## src/rtl/nbi_defs.vh

```
`ifndef NBI_DEFS_VH
`define NBI_DEFS_VH
// Host-side timing, in nanoseconds, and derived cycle counts at 200 MHz.
`define NBI_CLK_PERIOD_NS  5
`define NBI_TWC_NS         25
`define NBI_STROBE_LOW_CYC  ((`NBI_TWC_NS / 2 + `NBI_CLK_PERIOD_NS - 1) / `NBI_CLK_PERIOD_NS)
`define NBI_STROBE_HIGH_CYC ((`NBI_TWC_NS / 2 + `NBI_CLK_PERIOD_NS - 1) / `NBI_CLK_PERIOD_NS)
// Command codes.
`define NBI_CMD_RESET      8'hFF
`define NBI_CMD_STATUS     8'h70
// Address cycle layout.
`define NBI_ADDR_CYCLES    4
`define NBI_COL_W          12
`define NBI_PAGE_W         6
`define NBI_BLOCK_W        10
// Operation kinds on the request port.
`define NBI_OP_CMD         2'h0
`define NBI_OP_ADDR        2'h1
`define NBI_OP_WRITE       2'h2
`define NBI_OP_READ        2'h3
`endif

```

## src/rtl/nbi_host.v

```verilog
// Notes on behaviour
// Command cycle: CLE high, ALE low, WE rises.
// Address cycle: ALE high, CLE low, WE rises.
// Data write: CLE, ALE low, WE rises.
// Busy or unselected die discards data input.
// Busy die ignores commands except status, reset.
// Upper byte zero during x16 command cycles.
// Commands, addresses only on low byte.
// Out-of-space address bits driven low.
// x8 four address cycles: column, page, block.
// x8: column bit 11 set clears bits 10..6.
// x16: column bit 10 set clears 9..5.
// Upper byte low during x16 address cycles.
// Order: command, addresses, then data cycles.
// Chip select high while idle gives standby.
// Operation continues with chip select high.
// 1024 blocks of 64 pages each.
// Data and cache registers act per mode.
// Pages read/programmed, blocks erased whole.
// Reset command first after power-on.
// Write protect low blocks program, erase.
// Each die runs, reports status independently.
// Status byte: done, pass/fail, protect.
// All dies share one chip select.
// Read data valid on falling read strobe.
// Ready/busy low while any die busy.
`timescale 1ns/1ps
`include "nbi_defs.vh"
module nbi_host #(
  parameter WIDE = 0
) (
  // Clock and reset.
  input  wire        clock,
  input  wire        arst_n,
  input  wire        clk_en,
  // Request port.
  input  wire        req_valid,
  output wire        req_ready,
  input  wire [1:0]  req_op,
  input  wire [7:0]  req_cmd,
  input  wire [`NBI_COL_W-1:0]   req_col,
  input  wire [`NBI_PAGE_W-1:0]  req_page,
  input  wire [`NBI_BLOCK_W-1:0] req_block,
  input  wire [15:0] req_wdata,
  input  wire        req_last,
  input  wire        wp_allow,
  // Answer port.
  output reg         rsp_valid,
  output reg  [15:0] rsp_rdata,
  output reg         init_done_q,
  output wire        target_busy,
  output reg         cmd_refused_q,
  // Flash pins.
  output reg         chip_sel_n_q,
  output reg         cmd_latch_q,
  output reg         addr_latch_q,
  output reg         write_strobe_n_q,
  output reg         read_strobe_n_q,
  output reg         write_prot_n_q,
  output reg  [15:0] io_out_q,
  output reg         io_oe_q,
  input  wire [15:0] io_in,
  input  wire        ready_busy_n
);
  // ----------------------------------------------------------------
  // Input synchronisers.
  // ----------------------------------------------------------------
  reg [2:0] rb_sync_q;
  reg       rb_q;
  reg [15:0] io_s1_q;
  reg [15:0] io_s2_q;
  always @(posedge clock or negedge arst_n) begin
    if (!arst_n) begin
      rb_sync_q <= 3'h0;
      rb_q      <= 1'b0;
      io_s1_q   <= 16'h0000;
      io_s2_q   <= 16'h0000;
    end else if (clk_en) begin
      rb_sync_q <= {rb_sync_q[1:0], ready_busy_n};
      if (rb_sync_q[1] == rb_sync_q[2])
        rb_q <= rb_sync_q[2];
      io_s1_q <= io_in;
      io_s2_q <= io_s1_q;
    end
  end
  // The target reports busy whenever any die pulls the shared line low.
  assign target_busy = !rb_q;

  // ----------------------------------------------------------------
  // Cycle sequencer.
  // ----------------------------------------------------------------
  localparam [4:0] S_IDLE = 5'h01;
  localparam [4:0] S_LOW  = 5'h02;
  localparam [4:0] S_HIGH = 5'h04;
  localparam [4:0] S_SAMP = 5'h08;
  localparam [4:0] S_END  = 5'h10;
  reg [4:0] state_q;
  reg [3:0] cnt_q;
  reg [1:0] op_q;
  reg [1:0] acyc_q;
  reg       last_q;
  reg [7:0] acol_hi_q;
  reg [7:0] a_byte;
  reg [`NBI_COL_W-1:0] col_clean;
  reg       cmd_ok;
  wire      go = req_valid && state_q == S_IDLE && clk_en;
  assign req_ready = state_q == S_IDLE;

  // Clean the column so that forbidden bits are zero.
  always @* begin
    col_clean = req_col;
    if (WIDE != 0) begin
      col_clean[11] = 1'b0;
      if (req_col[10])
        col_clean[9:5] = 5'h00;
    end else if (req_col[11]) begin
      col_clean[10:6] = 5'h00;
    end
  end

  // One byte per address cycle; the unused upper nibble stays low.
  always @* begin
    case (acyc_q)
      2'h0: a_byte = col_clean[7:0];
      2'h1: a_byte = acol_hi_q;
      2'h2: a_byte = {req_block[1:0], req_page};
      default: a_byte = req_block[9:2];
    endcase
  end

  // Before init only reset is issued; while busy only status and reset pass.
  always @* begin
    cmd_ok = 1'b1;
    if (req_op == `NBI_OP_CMD) begin
      if (!init_done_q && req_cmd != `NBI_CMD_RESET)
        cmd_ok = 1'b0;
      if (target_busy && req_cmd != `NBI_CMD_STATUS && req_cmd != `NBI_CMD_RESET)
        cmd_ok = 1'b0;
    end else if (target_busy || !init_done_q) begin
      cmd_ok = 1'b0;
    end
  end

  always @(posedge clock or negedge arst_n) begin
    if (!arst_n) begin
      state_q          <= S_IDLE;
      cnt_q            <= 4'h0;
      op_q             <= 2'h0;
      acyc_q           <= 2'h0;
      last_q           <= 1'b0;
      acol_hi_q        <= 8'h00;
      chip_sel_n_q     <= 1'b1;
      cmd_latch_q      <= 1'b0;
      addr_latch_q     <= 1'b0;
      write_strobe_n_q <= 1'b1;
      read_strobe_n_q  <= 1'b1;
      write_prot_n_q   <= 1'b0;
      io_out_q         <= 16'h0000;
      io_oe_q          <= 1'b0;
      rsp_valid        <= 1'b0;
      rsp_rdata        <= 16'h0000;
      init_done_q      <= 1'b0;
      cmd_refused_q    <= 1'b0;
    end else if (clk_en) begin
      rsp_valid     <= 1'b0;
      cmd_refused_q <= 1'b0;
      case (state_q)
        S_IDLE: begin
          // Write protect only changes between cycles, while the target is not busy.
          if (!target_busy)
            write_prot_n_q <= wp_allow;
          if (go && !cmd_ok) begin
            cmd_refused_q <= 1'b1;
          end else if (go) begin
            op_q   <= req_op;
            last_q <= req_last;
            cnt_q  <= 4'h0;
            chip_sel_n_q <= 1'b0;
            cmd_latch_q  <= req_op == `NBI_OP_CMD;
            addr_latch_q <= req_op == `NBI_OP_ADDR;
            io_oe_q      <= req_op != `NBI_OP_READ;
            if (req_op == `NBI_OP_CMD) begin
              io_out_q <= {8'h00, req_cmd};
              acyc_q   <= 2'h0;
              if (req_cmd == `NBI_CMD_RESET)
                init_done_q <= 1'b1;
            end else if (req_op == `NBI_OP_ADDR) begin
              io_out_q <= {8'h00, a_byte};
              if (acyc_q == 2'h0)
                acol_hi_q <= (WIDE != 0) ? {5'h00, col_clean[10:8]}
                                         : {4'h0, col_clean[11:8]};
              acyc_q <= acyc_q + 2'h1;
            end else if (req_op == `NBI_OP_WRITE) begin
              io_out_q <= (WIDE != 0) ? req_wdata : {8'h00, req_wdata[7:0]};
            end
            if (req_op == `NBI_OP_READ)
              read_strobe_n_q <= 1'b0;
            else
              write_strobe_n_q <= 1'b0;
            state_q <= S_LOW;
          end
        end
        S_LOW: begin
          if (cnt_q == `NBI_STROBE_LOW_CYC - 1) begin
            cnt_q   <= 4'h0;
            state_q <= (op_q == `NBI_OP_READ) ? S_SAMP : S_HIGH;
          end else begin
            cnt_q <= cnt_q + 4'h1;
          end
        end
        S_SAMP: begin
          // Sample a little after the strobe so the synchronised bus settles.
          if (cnt_q == 4'h2) begin
            rsp_rdata <= (WIDE != 0) ? io_s2_q : {8'h00, io_s2_q[7:0]};
            rsp_valid <= 1'b1;
            read_strobe_n_q <= 1'b1;
            cnt_q   <= 4'h0;
            state_q <= S_HIGH;
          end else begin
            cnt_q <= cnt_q + 4'h1;
          end
        end
        S_HIGH: begin
          write_strobe_n_q <= 1'b1;
          read_strobe_n_q  <= 1'b1;
          if (cnt_q == `NBI_STROBE_HIGH_CYC - 1) begin
            cnt_q   <= 4'h0;
            state_q <= S_END;
          end else begin
            cnt_q <= cnt_q + 4'h1;
          end
        end
        S_END: begin
          cmd_latch_q  <= 1'b0;
          addr_latch_q <= 1'b0;
          io_oe_q      <= 1'b0;
          if (op_q != `NBI_OP_READ)
            rsp_valid <= 1'b1;
          // Release chip select at sequence end; the die keeps working.
          if (last_q)
            chip_sel_n_q <= 1'b1;
          if (op_q == `NBI_OP_CMD)
            acyc_q <= 2'h0;
          state_q <= S_IDLE;
        end
        default: state_q <= S_IDLE;
      endcase
    end
  end
  // Page/block granularity, status content and cache mode live in the die. see
endmodule // nbi_host

```

## config.mk

```make
export PLATFORM = sky130hd
export DESIGN_NAME = nbi_host
export DESIGN_NICKNAME = d
export VERILOG_FILES = /design/src/rtl/nbi_host.v
export VERILOG_INCLUDE_DIRS = /design/src /design/src/rtl
export SDC_FILE = /design/constraint.sdc
export NUM_CORES = 1
export LEC_CHECK = 0
export BUFFER_PORTS_ARGS = -buffer_cell sky130_fd_sc_hd__buf_2
export CAP_MARGIN = 10
export CORE_MARGIN = 5
export CORE_UTILIZATION = 54
export DETAILED_ROUTE_END_ITERATION = 8
export GPL_TIMING_DRIVEN = 0
export PLACE_DENSITY = 0.9
export RECOVER_POWER = 50
export SLEW_MARGIN = 20
export SYNTH_ARGS = -nofsm -noshare
export SYNTH_HDL_FRONTEND = slang
export SYNTH_SLANG_ARGS = --single-unit
```

## constraint.sdc

```tcl
create_clock -name clock -period 5.05 [get_ports clock]
set_input_delay 1.01 -clock clock [delete_from_list [all_inputs] [get_ports clock]]
set_output_delay 1.01 -clock clock [all_outputs]
set_load 0.01 [all_outputs]
```

==> out/results.tsv <==
stage	metric	value	unit
worst_setup_path	CP Capture Type	output pin	
drt	wirelength, routed	8570	microns
worst_setup_path	reg2reg start	state_q[1]	
timing	Final Hold Fails	0	
worst_setup_path	WP data required	4.04	ns
timing	Fin Clk Skew	0.00867	ns
global_route	gr ovfl total	0	
global_route	largest net degree at the start of global routing	65	
logic_synthesis	Synth Warn #	0	
timing	Max Slew Vio Count	0	
worst_setup_path	Critical-path top delay cell	nor4b_2	
flow_run	Max Cap Violations	0	
drt	Wirelength per Cell	16.3	microns
logic_synthesis	Unique masters post-synth	58	
die	Chip Width	89.4	microns
timing	fmax	318	MHz
timing	Tightest Pin Transition	0.789	ns
die	core area	6240	sq um
die	IO Pins	121	
timing	RSZ-0062 raised after global routing	false	
global_route	first-pass GRT wire length	13500	microns
logic_synthesis	flops & latches, synth	64	
drt	drt drc	0	
cells_and_area	area delta synth->final	23.8	%
power	total internal power	0.00122	W
power	Leak Pwr	1.97	nW
drt	DRT iter0 DRCs	174	
cells_and_area	Final nets	527	
clock_tree	CTS resizes	0	
cells_and_area	layout cell share with drive strength beyond 1	34.1	%
power	Power Dens Cells	466	nW/um^2
logic_synthesis	Synth Instances	330	
cells_and_area	n_diodes	0	
logic_synthesis	Async S/R FF share, synth	100	%
global_route	initial antenna violation count	0	
die	Die Ht	89.4	microns
cells_and_area	fillers	482	
timing	Setup Viol. Count Final	0	
place	PortBufs	88	
timing	post-route minimum period	3.15	ns
timing	Final Cycle Share	62.4	%
clock_tree	clk sinks	64	
logic_synthesis	most used flip-flop cell after synthesis	dfrtp_1	
worst_setup_path	Reg2Reg Setup Slack	2.42	ns
cells_and_area	Finished Layout Cells	526	
clock_tree	CTS root buffer	clkbuf_8	
worst_setup_path	Critical Path, Cell by Cell	clkbuf_1 > or2_1 > nor4b_2 > buf_2	
worst_setup_path	cell count along the critical path	4	
drt	Vias	2961	
worst_setup_path	R2R cell count	6	
clock_tree	CTS Hold Bufs	0	
power	Clk pwr share	25.6	%
drt	post-route ant nets	0	
worst_setup_path	Max FO, Critical Path	8	
logic_synthesis	Syn Area/Cell	10.3	sq um
worst_setup_path	crit-path max cell delay	0.65	ns
logic_synthesis	post-synthesis sequential area ratio	47.2	%
power	net switching power	0.000740	W
power	Logic pwr share	35.8	%
logic_synthesis	number of synthesized flops with an enable pin	0	
die	Die ar.	7990	sq um
power	Sw Ratio	37.7	%
worst_setup_path	critical path launch point	state_q[1]	
place	Inst Count DP	510	
die	Initial Utilization	54.5	%
drt	Via-to-Cell Ratio	5.63	
logic_synthesis	Mapped Area	3400	sq um
worst_setup_path	Critical Path Source Type	flop	
worst_setup_path	worst setup path endpoint	req_ready	
clock_tree	CTS buffer count	9	
power	sequential share of power	38.5	%
place	placer congestion estimate	0.978	
die	row count	29	
worst_setup_path	WP buf/inv	2	
clock_tree	post-CTS setup buffers	0	
drt	DRT Pass-1 Iters	4	
place	DP Wirelength	6390	microns
worst_setup_path	CP Class	flop to output pin	
clock_tree	Bufs on Longest Clock Path	2	
timing	Slew headroom	47.4	%
timing	setup TNS	0	ns
worst_hold_path	Hold Crit Class	flop to flop	
clock_tree	Worst-Skew Late Latency	0.34	ns
clock_tree	TritonCTS clock tree	yes	
power	Worst VDD drop	239	uV
run_status	outcome	complete, no violations	
clock_tree	Clock transition at path regs	0.08	ns
worst_setup_path	WP data arrival	2.14	ns
global_route	vias in the first global route	2889	
worst_setup_path	Reg2Reg Capture Point	state_q[3]	
global_route	global-route usage over all layers	22.1	%
worst_setup_path	delay-heaviest family, CP	simple AND/OR/NAND/NOR gates	
clock_tree	# H-tree levels	3	
worst reg2reg max path, cell delays in order (launching register included):
cell      delay [ns]
dfrtp_1         0.36
clkbuf_1        0.20
or2_1           0.33
nor4b_2         0.65
o22ai_1         0.24
o21ai_1         0.36
mux2_2          0.38
sequential cells by signal (all words and copies together), names as in the netlist:
register and count:
last_q 1, op_q 2, rb_sync_q 3, write_strobe_n_q 1
rb_q 1, write_prot_n_q 1, read_strobe_n_q 1, cmd_latch_q 1
io_s2_q 8, chip_sel_n_q 1, state_q 5, acol_hi_q 4
io_out_q 8, rsp_valid 1, acyc_q 2, rsp_rdata 8
io_s1_q 8, io_oe_q 1, cnt_q 4, init_done_q 1
addr_latch_q 1, cmd_refused_q 1
worst min path at each step:
stage | startpoint | to | slack, ns | depth (start not counted)
6_report | last_q | last_q | 0.48 | 2
3_3_place_gp | last_q | last_q | 0.45 | 2
5_1_grt | cmd_refused_q | cmd_refused_q | 0.50 | 1
2_1_floorplan | last_q | last_q | 0.44 | 2
3_5_place_dp | cmd_refused_q | cmd_refused_q | 0.47 | 1
4_1_cts | cmd_refused_q | cmd_refused_q | 0.48 | 1
cell usage in the layout, fill, tap and decap left out, types with 8 or more instances in the layout:
master,n
a21oi_1,17
a32oi_1,8
buf_2,78
buf_4,17
clkbuf_1,24
clkbuf_8,9
conb_1,16
dfrtp_1,60
inv_1,12
mux2_2,28
nand2_1,41
nor2_1,16
o21ai_0,17
o21ai_1,10
power by group through the flow:
stage          sequential, W  combinational [W]  clock (W)
5_1_grt             0.000774           0.000786   0.000538
6_report            0.000755           0.000703   0.000503
3_5_place_dp        0.000763           0.000699          0
4_1_cts             0.000754           0.000703   0.000516
3_3_place_gp        0.000751           0.000679          0
2_1_floorplan       0.000769           0.000453          0
cells by family (layout without fill, tap and decap cells):
family                   after synthesis  after routing  synth area share, %
XOR/XNOR                               1              1                0.258
adder cells (fa/ha/maj)                6              6                 2.21
flip-flops                            64             64                 47.2
multiplexers                          31             31                 10.2
AO/OA/AOI/OAI                         87             87                 19.1
other                                  1             16                0.110
buffers and inverters                 46            150                 7.14
AND/OR/NAND/NOR                       94             94                 13.7
per-layer routing:
metal / up-vias / track usage, % / wire length (microns)
met5: - / 0 / 0
met4: 0 / 10.4 / 234
met3: 22 / 5.53 / 754
met2: 133 / 36.8 / 4030
met1: 1399 / 26.9 / 3550
li1: 1407 / - / -
cells in the mapped netlist, types with 4 or more instances:
cell type / instances / area, sq um
dfrtp_1: 60 / 1500
nand2_1: 41 / 154
mux2_2: 28 / 315
a21oi_1: 17 / 85.1
o21ai_0: 17 / 85.1
buf_4: 16 / 120
nor2_1: 16 / 60.1
clkbuf_1: 13 / 48.8
inv_1: 12 / 45.0
o21ai_1: 10 / 50.1
a32oi_1: 8 / 70.1
ha_1: 6 / 75.1
nand2b_1: 6 / 37.5
a2111oi_0: 4 / 35.0
a222oi_1: 4 / 40.0
dfstp_2: 4 / 105
nand3_1: 4 / 20.0
nor2b_1: 4 / 25.0
area by class of cell:
class | instances | area [sq um] | share of cell area [%]
Clock buffer | 9 | 124 | 2.94
Sequential cell | 64 | 1610 | 38.2
Tap cell | 77 | 96.3 | 2.29
Clock inverter | 7 | 103 | 2.44
Multi-Input combinational cell | 235 | 1610 | 38.2
Buffer | 34 | 198 | 4.70
Inverter | 12 | 45.0 | 1.07
Timing Repair Buffer | 88 | 429 | 10.2
stage by stage:
step	util (%)	hold slack, ns	area [sq um]	setup slack [ns]	total power, W
floorplan	-	0.439	3460	2.15	0.00122
global placement	64.0	0.450	3990	1.84	0.00143
detailed placement	64.0	0.468	4000	1.77	0.00146
CTS	67.7	0.484	4220	1.94	0.00197
global route	67.4	0.496	4210	1.82	0.00210
finish	67.4	0.483	4210	1.90	0.00196
Note: power is estimated with default switching activity, not from simulation.
